**src/design/drs_pkg.sv**
```systemverilog
package drs_pkg;

  // target families
  localparam logic FAM_LEGACY = 1'b0;
  localparam logic FAM_MPROF  = 1'b1;

  // strategy codes
  localparam logic [3:0] M_NORMAL    = 4'h0;
  localparam logic [3:0] M_CORE      = 4'h1;
  localparam logic [3:0] M_PIN       = 4'h2;
  localparam logic [3:0] L_HW_BP0    = 4'h1;
  localparam logic [3:0] L_SW_ROUT   = 4'h2;
  localparam logic [3:0] L_NONE      = 4'h3;
  localparam logic [3:0] L_HW_WP     = 4'h4;
  localparam logic [3:0] L_HW_REQ    = 4'h5;
  localparam logic [3:0] L_SW_REGS   = 4'h6;
  localparam logic [3:0] L_PERIPH    = 4'h8;
  localparam logic [3:0] L_REMAP     = 4'h9;

  // target debug operations issued to the access engine
  typedef enum logic [3:0] {
    OP_SET_CATCH   = 4'b0000,
    OP_CLR_CATCH   = 4'b0001,
    OP_SYS_RESET   = 4'b0010,
    OP_CORE_RESET  = 4'b0011,
    OP_POLL_STICKY = 4'b0100,
    OP_HALT        = 4'b0101,
    OP_LOAD_ROUT   = 4'b0110,
    OP_BP_ZERO     = 4'b0111,
    OP_RUN_ROUT    = 4'b1000,
    OP_WP_HALT     = 4'b1001,
    OP_REQ_HALT    = 4'b1010,
    OP_LOAD_REGS   = 4'b1011,
    OP_RSTC_WRITE  = 4'b1100,
    OP_MAP_FLASH   = 4'b1101
  } drs_op_e;

  // register reset values (the PC and GPR ones unused), reset controller command and breakpoint address used by the strategies
  localparam logic [31:0] PC_RESET_VAL   = 32'h0000_0000;
  localparam logic [31:0] CURRENT_PROGRAM_STATUS_RESET_VAL = 32'h0000_00D3;
  localparam logic [31:0] SAVED_PROGRAM_STATUS_RESET_VAL = 32'h0000_0010;
  localparam logic [31:0] GPR_RESET_VAL  = 32'h0000_0000;
  localparam logic [31:0] RSTC_CMD_VAL   = 32'h0000_0004;
  localparam logic [31:0] BP_ADDR_VAL    = 32'h0000_0000;

  // reset pin pulse and pin-low check timing
  localparam int          CLK_MHZ       = 40;
  localparam int          PULSE_NS      = 1000;
  localparam int          PULSE_CYC_I   = (PULSE_NS * CLK_MHZ) / 1000;
  localparam logic [7:0]  PULSE_CYC     = PULSE_CYC_I[7:0];
  localparam logic [7:0]  CNT_ZERO      = 8'h00;
  localparam logic [7:0]  CNT_ONE       = 8'h01;

  // request from the host side
  typedef struct packed {
    logic       start;
    logic       family;
    logic [3:0] code;
  } drs_req_s;

  // operation toward the target access engine
  typedef struct packed {
    logic        valid;
    drs_op_e     op;
    logic [31:0] data;
  } drs_op_s;

  // completion answer from the target access engine
  typedef struct packed {
    logic done;
    logic ok;
    logic sticky;
    logic halted;
  } drs_ack_s;

endpackage

```
**src/design/drs_sequencer.sv**
```systemverilog
// Function
// m-profile code 0 default, system reset sequence
// set halt catch before system reset
// system reset request resets core, peripherals
// poll sticky reset: first high, then low
// clear halt catch as last step
// code 1: core-only reset, catch, poll
// code 2: catch, pin low, fail if undriven
// host never selects deprecated codes 3-10
// every m-profile strategy ends halted
// legacy 2: halt, load, bp0, execute
// legacy 3: no action at all
// legacy 4: pin pulse, retry watchpoint halt
// legacy 5: pin pulse, hold halt request
// legacy 6: load register reset values only
// host never selects reserved legacy 7
// legacy 8: write 4 to reset controller
// legacy 9: strategy 1 then map flash
// legacy 1: breakpoint at 0, then pin
// bad code: no access, report error
`timescale 1ns/1ps
module drs_sequencer
  import drs_pkg::*;
(
  input  wire logic     clock_in,
  input  wire logic     rst_b_in,
  input  wire drs_req_s req_in,
  input  wire drs_ack_s ack_in,
  input  wire logic     tgt_reset_line_in,
  output drs_op_s       op_out,
  output logic          reset_pin_b_out,
  output logic          busy_out,
  output logic          done_out,
  output logic          error_out
);

  typedef enum logic [3:0] {
    ST_IDLE   = 4'b0000,
    ST_ISSUE  = 4'b0001,
    ST_WAIT   = 4'b0010,
    ST_PULSE  = 4'b0011,
    ST_FINISH = 4'b0100
  } drs_state_e;

  // step kinds inside a strategy program
  typedef enum logic [2:0] {
    K_OP     = 3'b000,
    K_POLLHI = 3'b001,
    K_POLLLO = 3'b010,
    K_PIN    = 3'b011,
    K_RETRY  = 3'b100,
    K_END    = 3'b101
  } drs_kind_e;

  drs_state_e  state, next_state;
  logic [2:0]  step, next_step;
  logic        fam, next_fam;
  logic [3:0]  code, next_code;
  logic        fail, next_fail;
  logic [7:0]  cnt, next_cnt;
  logic        pin_seen, next_pin_seen;
  drs_op_s     op, next_op;
  logic        pin_b, next_pin_b;
  logic        busy, next_busy;
  logic        done, next_done;
  logic        err, next_err;
  logic        line_s1, line_s2;

  drs_kind_e   kind;
  drs_op_e     kop;
  logic [31:0] kdata;
  logic        supported;

  // reset line comes from the target pin: two flops before use
  always_ff @(posedge clock_in)
  begin
    if (!rst_b_in)
    begin
      line_s1 <= 1'b1;
      line_s2 <= 1'b1;
    end
    else
    begin
      line_s1 <= tgt_reset_line_in;
      line_s2 <= line_s1;
    end
  end

  // which codes this sequencer runs; everything else is refused
  always_comb
  begin
    if (req_in.family == FAM_MPROF)
      supported = req_in.code inside {M_NORMAL, M_CORE, M_PIN};
    else
      supported = req_in.code inside {L_HW_BP0, L_SW_ROUT, L_NONE, L_HW_WP, L_HW_REQ,
                                      L_SW_REGS, L_PERIPH, L_REMAP};
  end

  // strategy programs: each step of the selected code as kind, op and data
  always_comb
  begin
    kind  = K_END;
    kop   = OP_SET_CATCH;
    kdata = '0;
    if (fam == FAM_MPROF)
    begin
      // m-profile codes 0 and 1 share catch set, reset, poll, catch clear; code 2 pulses the pin instead of reset and poll
      case (step)
        3'd0: begin kind = K_OP; kop = OP_SET_CATCH; end
        3'd1:
        begin
          if (code == M_PIN)
            kind = K_PIN;
          else
          begin
            kind = K_OP;
            kop  = (code == M_CORE) ? OP_CORE_RESET : OP_SYS_RESET;
          end
        end
        3'd2: // pin strategy clears the catch here; poll kinds ignore kop
        begin
          kind = (code == M_PIN) ? K_OP : K_POLLHI;
          kop  = OP_CLR_CATCH;
        end
        3'd3: kind = (code == M_PIN) ? K_END : K_POLLLO;
        3'd4: begin kind = K_OP; kop = OP_CLR_CATCH; end
        default: kind = K_END;
      endcase
    end
    else
    begin
      case (code)
        L_HW_BP0, L_REMAP:
        begin
          case (step)
            3'd0: begin kind = K_OP; kop = OP_BP_ZERO; kdata = BP_ADDR_VAL; end
            3'd1: kind = K_PIN;
            3'd2:
            begin
              kind = (code == L_REMAP) ? K_OP : K_END;
              kop  = OP_MAP_FLASH;
            end
            default: kind = K_END;
          endcase
        end
        L_SW_ROUT:
        begin
          case (step)
            3'd0: begin kind = K_OP; kop = OP_HALT; end
            3'd1: begin kind = K_OP; kop = OP_LOAD_ROUT; end
            3'd2: begin kind = K_OP; kop = OP_BP_ZERO; kdata = BP_ADDR_VAL; end
            3'd3: begin kind = K_OP; kop = OP_RUN_ROUT; end
            default: kind = K_END;
          endcase
        end
        L_HW_WP, L_HW_REQ:
        begin
          case (step)
            3'd0: kind = K_PIN;
            3'd1:
            begin
              kind = K_RETRY;
              kop  = (code == L_HW_WP) ? OP_WP_HALT : OP_REQ_HALT;
            end
            default: kind = K_END;
          endcase
        end
        L_SW_REGS:
        begin
          if (step == 3'd0)
          begin
            kind  = K_OP;
            kop   = OP_LOAD_REGS;
            kdata = {CURRENT_PROGRAM_STATUS_RESET_VAL[15:0], SAVED_PROGRAM_STATUS_RESET_VAL[15:0]};
          end
        end
        L_PERIPH:
        begin
          if (step == 3'd0)
          begin
            kind  = K_OP;
            kop   = OP_RSTC_WRITE;
            kdata = RSTC_CMD_VAL;
          end
        end
        default: kind = K_END;
      endcase
    end
  end

  // sequencer next-state logic
  always_comb
  begin
    next_state    = state;
    next_step     = step;
    next_fam      = fam;
    next_code     = code;
    next_fail     = fail;
    next_cnt      = cnt;
    next_pin_seen = pin_seen;
    next_op       = op;
    next_pin_b    = pin_b;
    next_busy     = busy;
    next_done     = 1'b0;
    next_err      = err;
    next_op.valid = 1'b0;
    case (state)
      ST_IDLE:
      begin
        if (req_in.start)
        begin
          if (!supported)
          begin
            next_done = 1'b1;
            next_err  = 1'b1;
          end
          else
          begin
            next_fam   = req_in.family;
            next_code  = req_in.code;
            next_step  = 3'd0;
            next_fail  = 1'b0;
            next_err   = 1'b0;
            next_busy  = 1'b1;
            next_state = ST_ISSUE;
          end
        end
      end
      ST_ISSUE:
      begin
        if (kind == K_END)
          next_state = ST_FINISH;
        else if (kind == K_PIN)
        begin
          next_pin_b    = 1'b0;
          next_cnt      = PULSE_CYC;
          next_pin_seen = 1'b0;
          next_state    = ST_PULSE;
        end
        else
        begin
          next_op.valid = 1'b1;
          next_op.op    = (kind == K_POLLHI || kind == K_POLLLO) ? OP_POLL_STICKY : kop;
          next_op.data  = kdata;
          next_state    = ST_WAIT;
        end
      end
      ST_WAIT:
      begin
        if (ack_in.done)
        begin
          if (!ack_in.ok && kind != K_RETRY)
          begin
            next_fail  = 1'b1;
            next_state = ST_FINISH;
          end
          else if ((kind == K_POLLHI && !ack_in.sticky) || (kind == K_POLLLO && ack_in.sticky)
                   || (kind == K_RETRY && !(ack_in.ok && ack_in.halted)))
            next_state = ST_ISSUE;
          else
          begin
            next_step  = step + 3'd1;
            next_state = ST_ISSUE;
          end
        end
      end
      ST_PULSE:
      begin
        // the pin must really go low while driven, else the strategy fails
        next_pin_seen = pin_seen || !line_s2;
        if (cnt == CNT_ONE || cnt == CNT_ZERO)
        begin
          next_pin_b = 1'b1;
          next_step  = step + 3'd1;
          if (!(pin_seen || !line_s2))
          begin
            next_fail  = 1'b1;
            next_state = ST_FINISH;
          end
          else
            next_state = ST_ISSUE;
        end
        else
          next_cnt = cnt - CNT_ONE;
      end
      ST_FINISH:
      begin
        next_pin_b = 1'b1;
        next_busy  = 1'b0;
        next_done  = 1'b1;
        next_err   = fail;
        next_state = ST_IDLE;
      end
      default: next_state = ST_IDLE;
    endcase
  end

  // registers only
  always_ff @(posedge clock_in)
  begin
    if (!rst_b_in)
    begin
      state    <= ST_IDLE;
      step     <= 3'd0;
      fam      <= FAM_LEGACY;
      code     <= 4'h0;
      fail     <= 1'b0;
      cnt      <= CNT_ZERO;
      pin_seen <= 1'b0;
      op       <= '0;
      pin_b    <= 1'b1;
      busy     <= 1'b0;
      done     <= 1'b0;
      err      <= 1'b0;
    end
    else
    begin
      state    <= next_state;
      step     <= next_step;
      fam      <= next_fam;
      code     <= next_code;
      fail     <= next_fail;
      cnt      <= next_cnt;
      pin_seen <= next_pin_seen;
      op       <= next_op;
      pin_b    <= next_pin_b;
      busy     <= next_busy;
      done     <= next_done;
      err      <= next_err;
    end
  end

  assign op_out          = op;
  assign reset_pin_b_out = pin_b;
  assign busy_out        = busy;
  assign done_out        = done;
  assign error_out       = err;

endmodule // drs_sequencer

```
**config.mk**
```make
export PLATFORM = sky130hd
export DESIGN_NAME = drs_sequencer
export DESIGN_NICKNAME = d
export VERILOG_FILES = /design/src/design/drs_pkg.sv /design/src/design/drs_sequencer.sv
export SDC_FILE = /design/constraint.sdc
export NUM_CORES = 1
export LEC_CHECK = 0
export ABC_CLOCK_PERIOD_IN_PS = 4300
export BUFFER_PORTS_ARGS = -buffer_cell sky130_fd_sc_hd__clkbuf_2
export CORE_MARGIN = 2
export CORE_UTILIZATION = 45
export DETAILED_ROUTE_END_ITERATION = 10
export PLACE_DENSITY = 0.65
export RECOVER_POWER = 50
export SLEW_MARGIN = 10
export SYNTH_ARGS = -nofsm -noshare
export SYNTH_HDL_FRONTEND = slang
export SYNTH_SLANG_ARGS = --single-unit
```
**constraint.sdc**
```tcl
create_clock -name clock_in -period 4.3 [get_ports clock_in]
set_input_delay 0.43 -clock clock_in [delete_from_list [all_inputs] [get_ports clock_in]]
set_output_delay 0.43 -clock clock_in [all_outputs]
set_load 0.01 [all_outputs]
```
==> results_dict.tcl <==
set metrics [dict create \
    outcome "finished clean" \
    yosysTopAreaCell "dfxtp_1" \
    period_share_pct 61.9 \
    cp-start-kind "flip-flop" \
    drc 0 \
    core_um2 5410 \
    hold_buffers 0 \
    slew_headroom_pct 6.98 \
    wire_per_inst_um 13.2 \
    ir_worst_vdd_mv 0.142 \
    rsz0062_at_grt "no" \
    r2r_end "cnt[1]" \
    dp_hpwl_um 3770 \
    post_cts_buffers 0 \
    critical_path_class "reg2reg" \
    dr.pass1.iters 4 \
    p_leak_nw 1.01 \
    drtIter0Drc 184 \
    start_util_pct 46.0 \
    dieWidth_um 78.3 \
    reg2reg_depth 9 \
    cp-end-kind "flip-flop" \
    hold_class "in2reg" \
    ant_nets 0 \
    vias_per_cell 5.32 \
    cts_buffers 5 \
    p_per_area_nw_per_um2 269 \
    io_pins 54 \
    fin_setup_tns_ps 0 \
    whs_path_depth 2 \
    required_ps 4510 \
    grt_pass1_vias 1835 \
    synth_edf_count 0 \
    fin_crit_ps 2660 \
    nets 335 \
    min_from "tgt_reset_line_in" \
    clock-root-buffer "clkbuf_8" \
    async_flop_share_pct 0 \
    utilization_pct 47.6 \
    setup_viol 0 \
    synth.area.top_cells "dfxtp_1 27%, buf_4 9.1%, mux2i_1 5.2%" \
    yosys_most_used_dff "dfxtp_1" \
    hold_violations 0 \
    synth_top_cell_area_share_pct 27.4 \
    cp_slowest_cell "nor3_1" \
    gp_congestion 0.899 \
    synth.cell_area_um2 2490 \
    crit_start "step[1]" \
    synth-seq-area-share_pct 27.4 \
    max-cap-violations 0 \
    die_y_um 78.3 \
    clock_path_buffers 2 \
    ys_seq_elements 34 \
    clk_pin_slew_worst_paths_ps 70 \
    clock_latency_ps 280 \
    crit-reg2reg-launch "step[1]" \
    cp_slowest_stage_delay_ps 420 \
    fmax_mhz 376 \
    ys.warnings.count 0 \
    grt.total_usage_pct 16.8 \
    syn2layout_area_growth_pct 3.37 \
    synthDistinctLibCells 65 \
    h-tree-depth 2 \
    cts_tree "built" \
    n_antenna_cell 0 \
    antenna_found_initial 0 \
    hold_end "line_s1" \
    cp_cell_sequence "inv_1 > ha_1 > nor3_1 > o31ai_1 > and4_4 > a21oi_2 > nand4_2 > a211o_1 > a21boi_2" \
    num_vias 2060 \
    grt-ovfl-total 0 \
    arrival_ps 2870 \
    slew_violations 0 \
    postRouteWirelength_um 5090 \
    layout-drive-gt1-share_pct 10.2 \
    cts_resized 0 \
    tightest_slew_ps 1400 \
    numPortBuffers 28 \
    skew_ps 5.50 \
    grt_pass1_wl_um 8430 \
    grt_max_degree 37 \
    syn_inst 301 \
    worst-r2r-setup-slack_ps 1640 \
    cts.sinks 34 \
    dieArea_um2 6140 \
    rows 27 \
    avgSynthCellArea_um2 8.26 \
    critPathMaxFanout 9 \
]
==> logic make-up (layout without fill, tap and decap cells) <==
family / Yosys count / count (layout) / share of synthesized area (%)
AND/OR/NAND/NOR: 107 / 107 / 24.2
AO/OA/AOI/OAI: 73 / 73 / 22.4
buffers and inverters: 58 / 48 / 14.1
flip-flops: 34 / 34 / 27.4
multiplexers: 13 / 13 / 5.23
adder cells (fa/ha/maj): 8 / 8 / 4.02
XOR/XNOR: 7 / 7 / 2.46
other: 1 / 25 / 0.151
==> worst max path at each step <==
stage,to,slack (ps),cells past startpoint
after floorplan,cnt[1],1910,8
after global placement,cnt[1],1750,9
after detailed placement,cnt[1],1700,9
after CTS,cnt[1],1680,9
after global routing,cnt[1],1380,9
final,cnt[1],1640,9
==> cell usage after synthesis, drive strengths merged, types with 3 or more instances <==
cell type,count
buf,36
dfxtp,34
nand2,23
nor2,23
a21oi,17
mux2i,13
inv,12
nor2b,11
clkbuf,10
nand3,9
o21ai,9
ha,8
nand4,6
nand2b,5
nand3b,5
o21a,5
o22ai,5
xnor2,5
nor3,4
nor3b,4
a211o,3
a21boi,3
o211ai,3
o311a,3
o31ai,3
or4,3
==> layout make-up <==
cell class | instances | area, um^2
Clock buffer | 7 | 86.3
Clock inverter | 1 | 5.00
Fill cell | 564 | 2830
Inverter | 12 | 45.0
Multi-Input combinational cell | 233 | 1550
Sequential cell | 34 | 681
Tap cell | 72 | 90.1
Timing Repair Buffer | 28 | 118
==> layer usage <==
metal  up-vias  track usage [%]  part of all wire, %
met5         -                0                    0
met4         0             5.61                  1.8
met3         9             2.41                  3.1
met2        43             28.6                   49
met1       960             21.7                   46
li1       1048                -                    -
==> sequential cells by signal, summed over array words and instances, names as in the netlist <==
| signal | flops |
|---|---|
| error_out | 1 |
| busy_out | 1 |
| line_s1 | 1 |
| cnt | 8 |
| state | 3 |
| fail | 1 |
| code | 4 |
| line_s2 | 1 |
| op_out | 7 |
| reset_pin_b_out | 1 |
| pin_seen | 1 |
| step | 3 |
| done_out | 1 |
| fam | 1 |
==> metrics by stage <==
step / instances / hold slack (ps) / setup slack, ps / power, mW / cell area (um^2)
5_1_grt: 387 / 351 / 1380 / 0.723 / 2570
4_1_cts: 387 / 347 / 1680 / 0.698 / 2590
2_1_floorplan: 325 / 386 / 1910 / 0.453 / 2580
6_report: 387 / 343 / 1640 / 0.692 / 2570
3_3_place_gp: 379 / 408 / 1750 / 0.457 / 2500
3_5_place_dp: 379 / 404 / 1700 / 0.458 / 2500
==> power breakdown <==
part           internal (mW)  leakage (nW)  switching (mW)  total, mW
Sequential             0.323         0.276          0.0124      0.335
Clock                  0.129        0.0482           0.112      0.241
Combinational         0.0462         0.691          0.0688      0.115
==> critical path, delay by kind of cell, from the launching register on <==
family / cells / cell delay (ps)
AND/OR/NAND/NOR: 3 / 910
AO/OA/AOI/OAI: 4 / 880
flip-flops: 1 / 400
adder cells (fa/ha/maj): 1 / 300
buffers and inverters: 1 / 100
==> layout by cell type, fill, tap and decap left out, types with 6 or more instances in the layout <==
cell and count:
nand2_1 23, ha_1 8, o21ai_0 9, clkbuf_1 19
clkbuf_2 10, a21oi_1 15, nor2b_1 11, dfxtp_1 34
mux2i_1 13, inv_1 12, conb_1 25, nand3_1 9
nor2_1 23, clkbuf_8 6
Power figures use the tool's default switching activity.
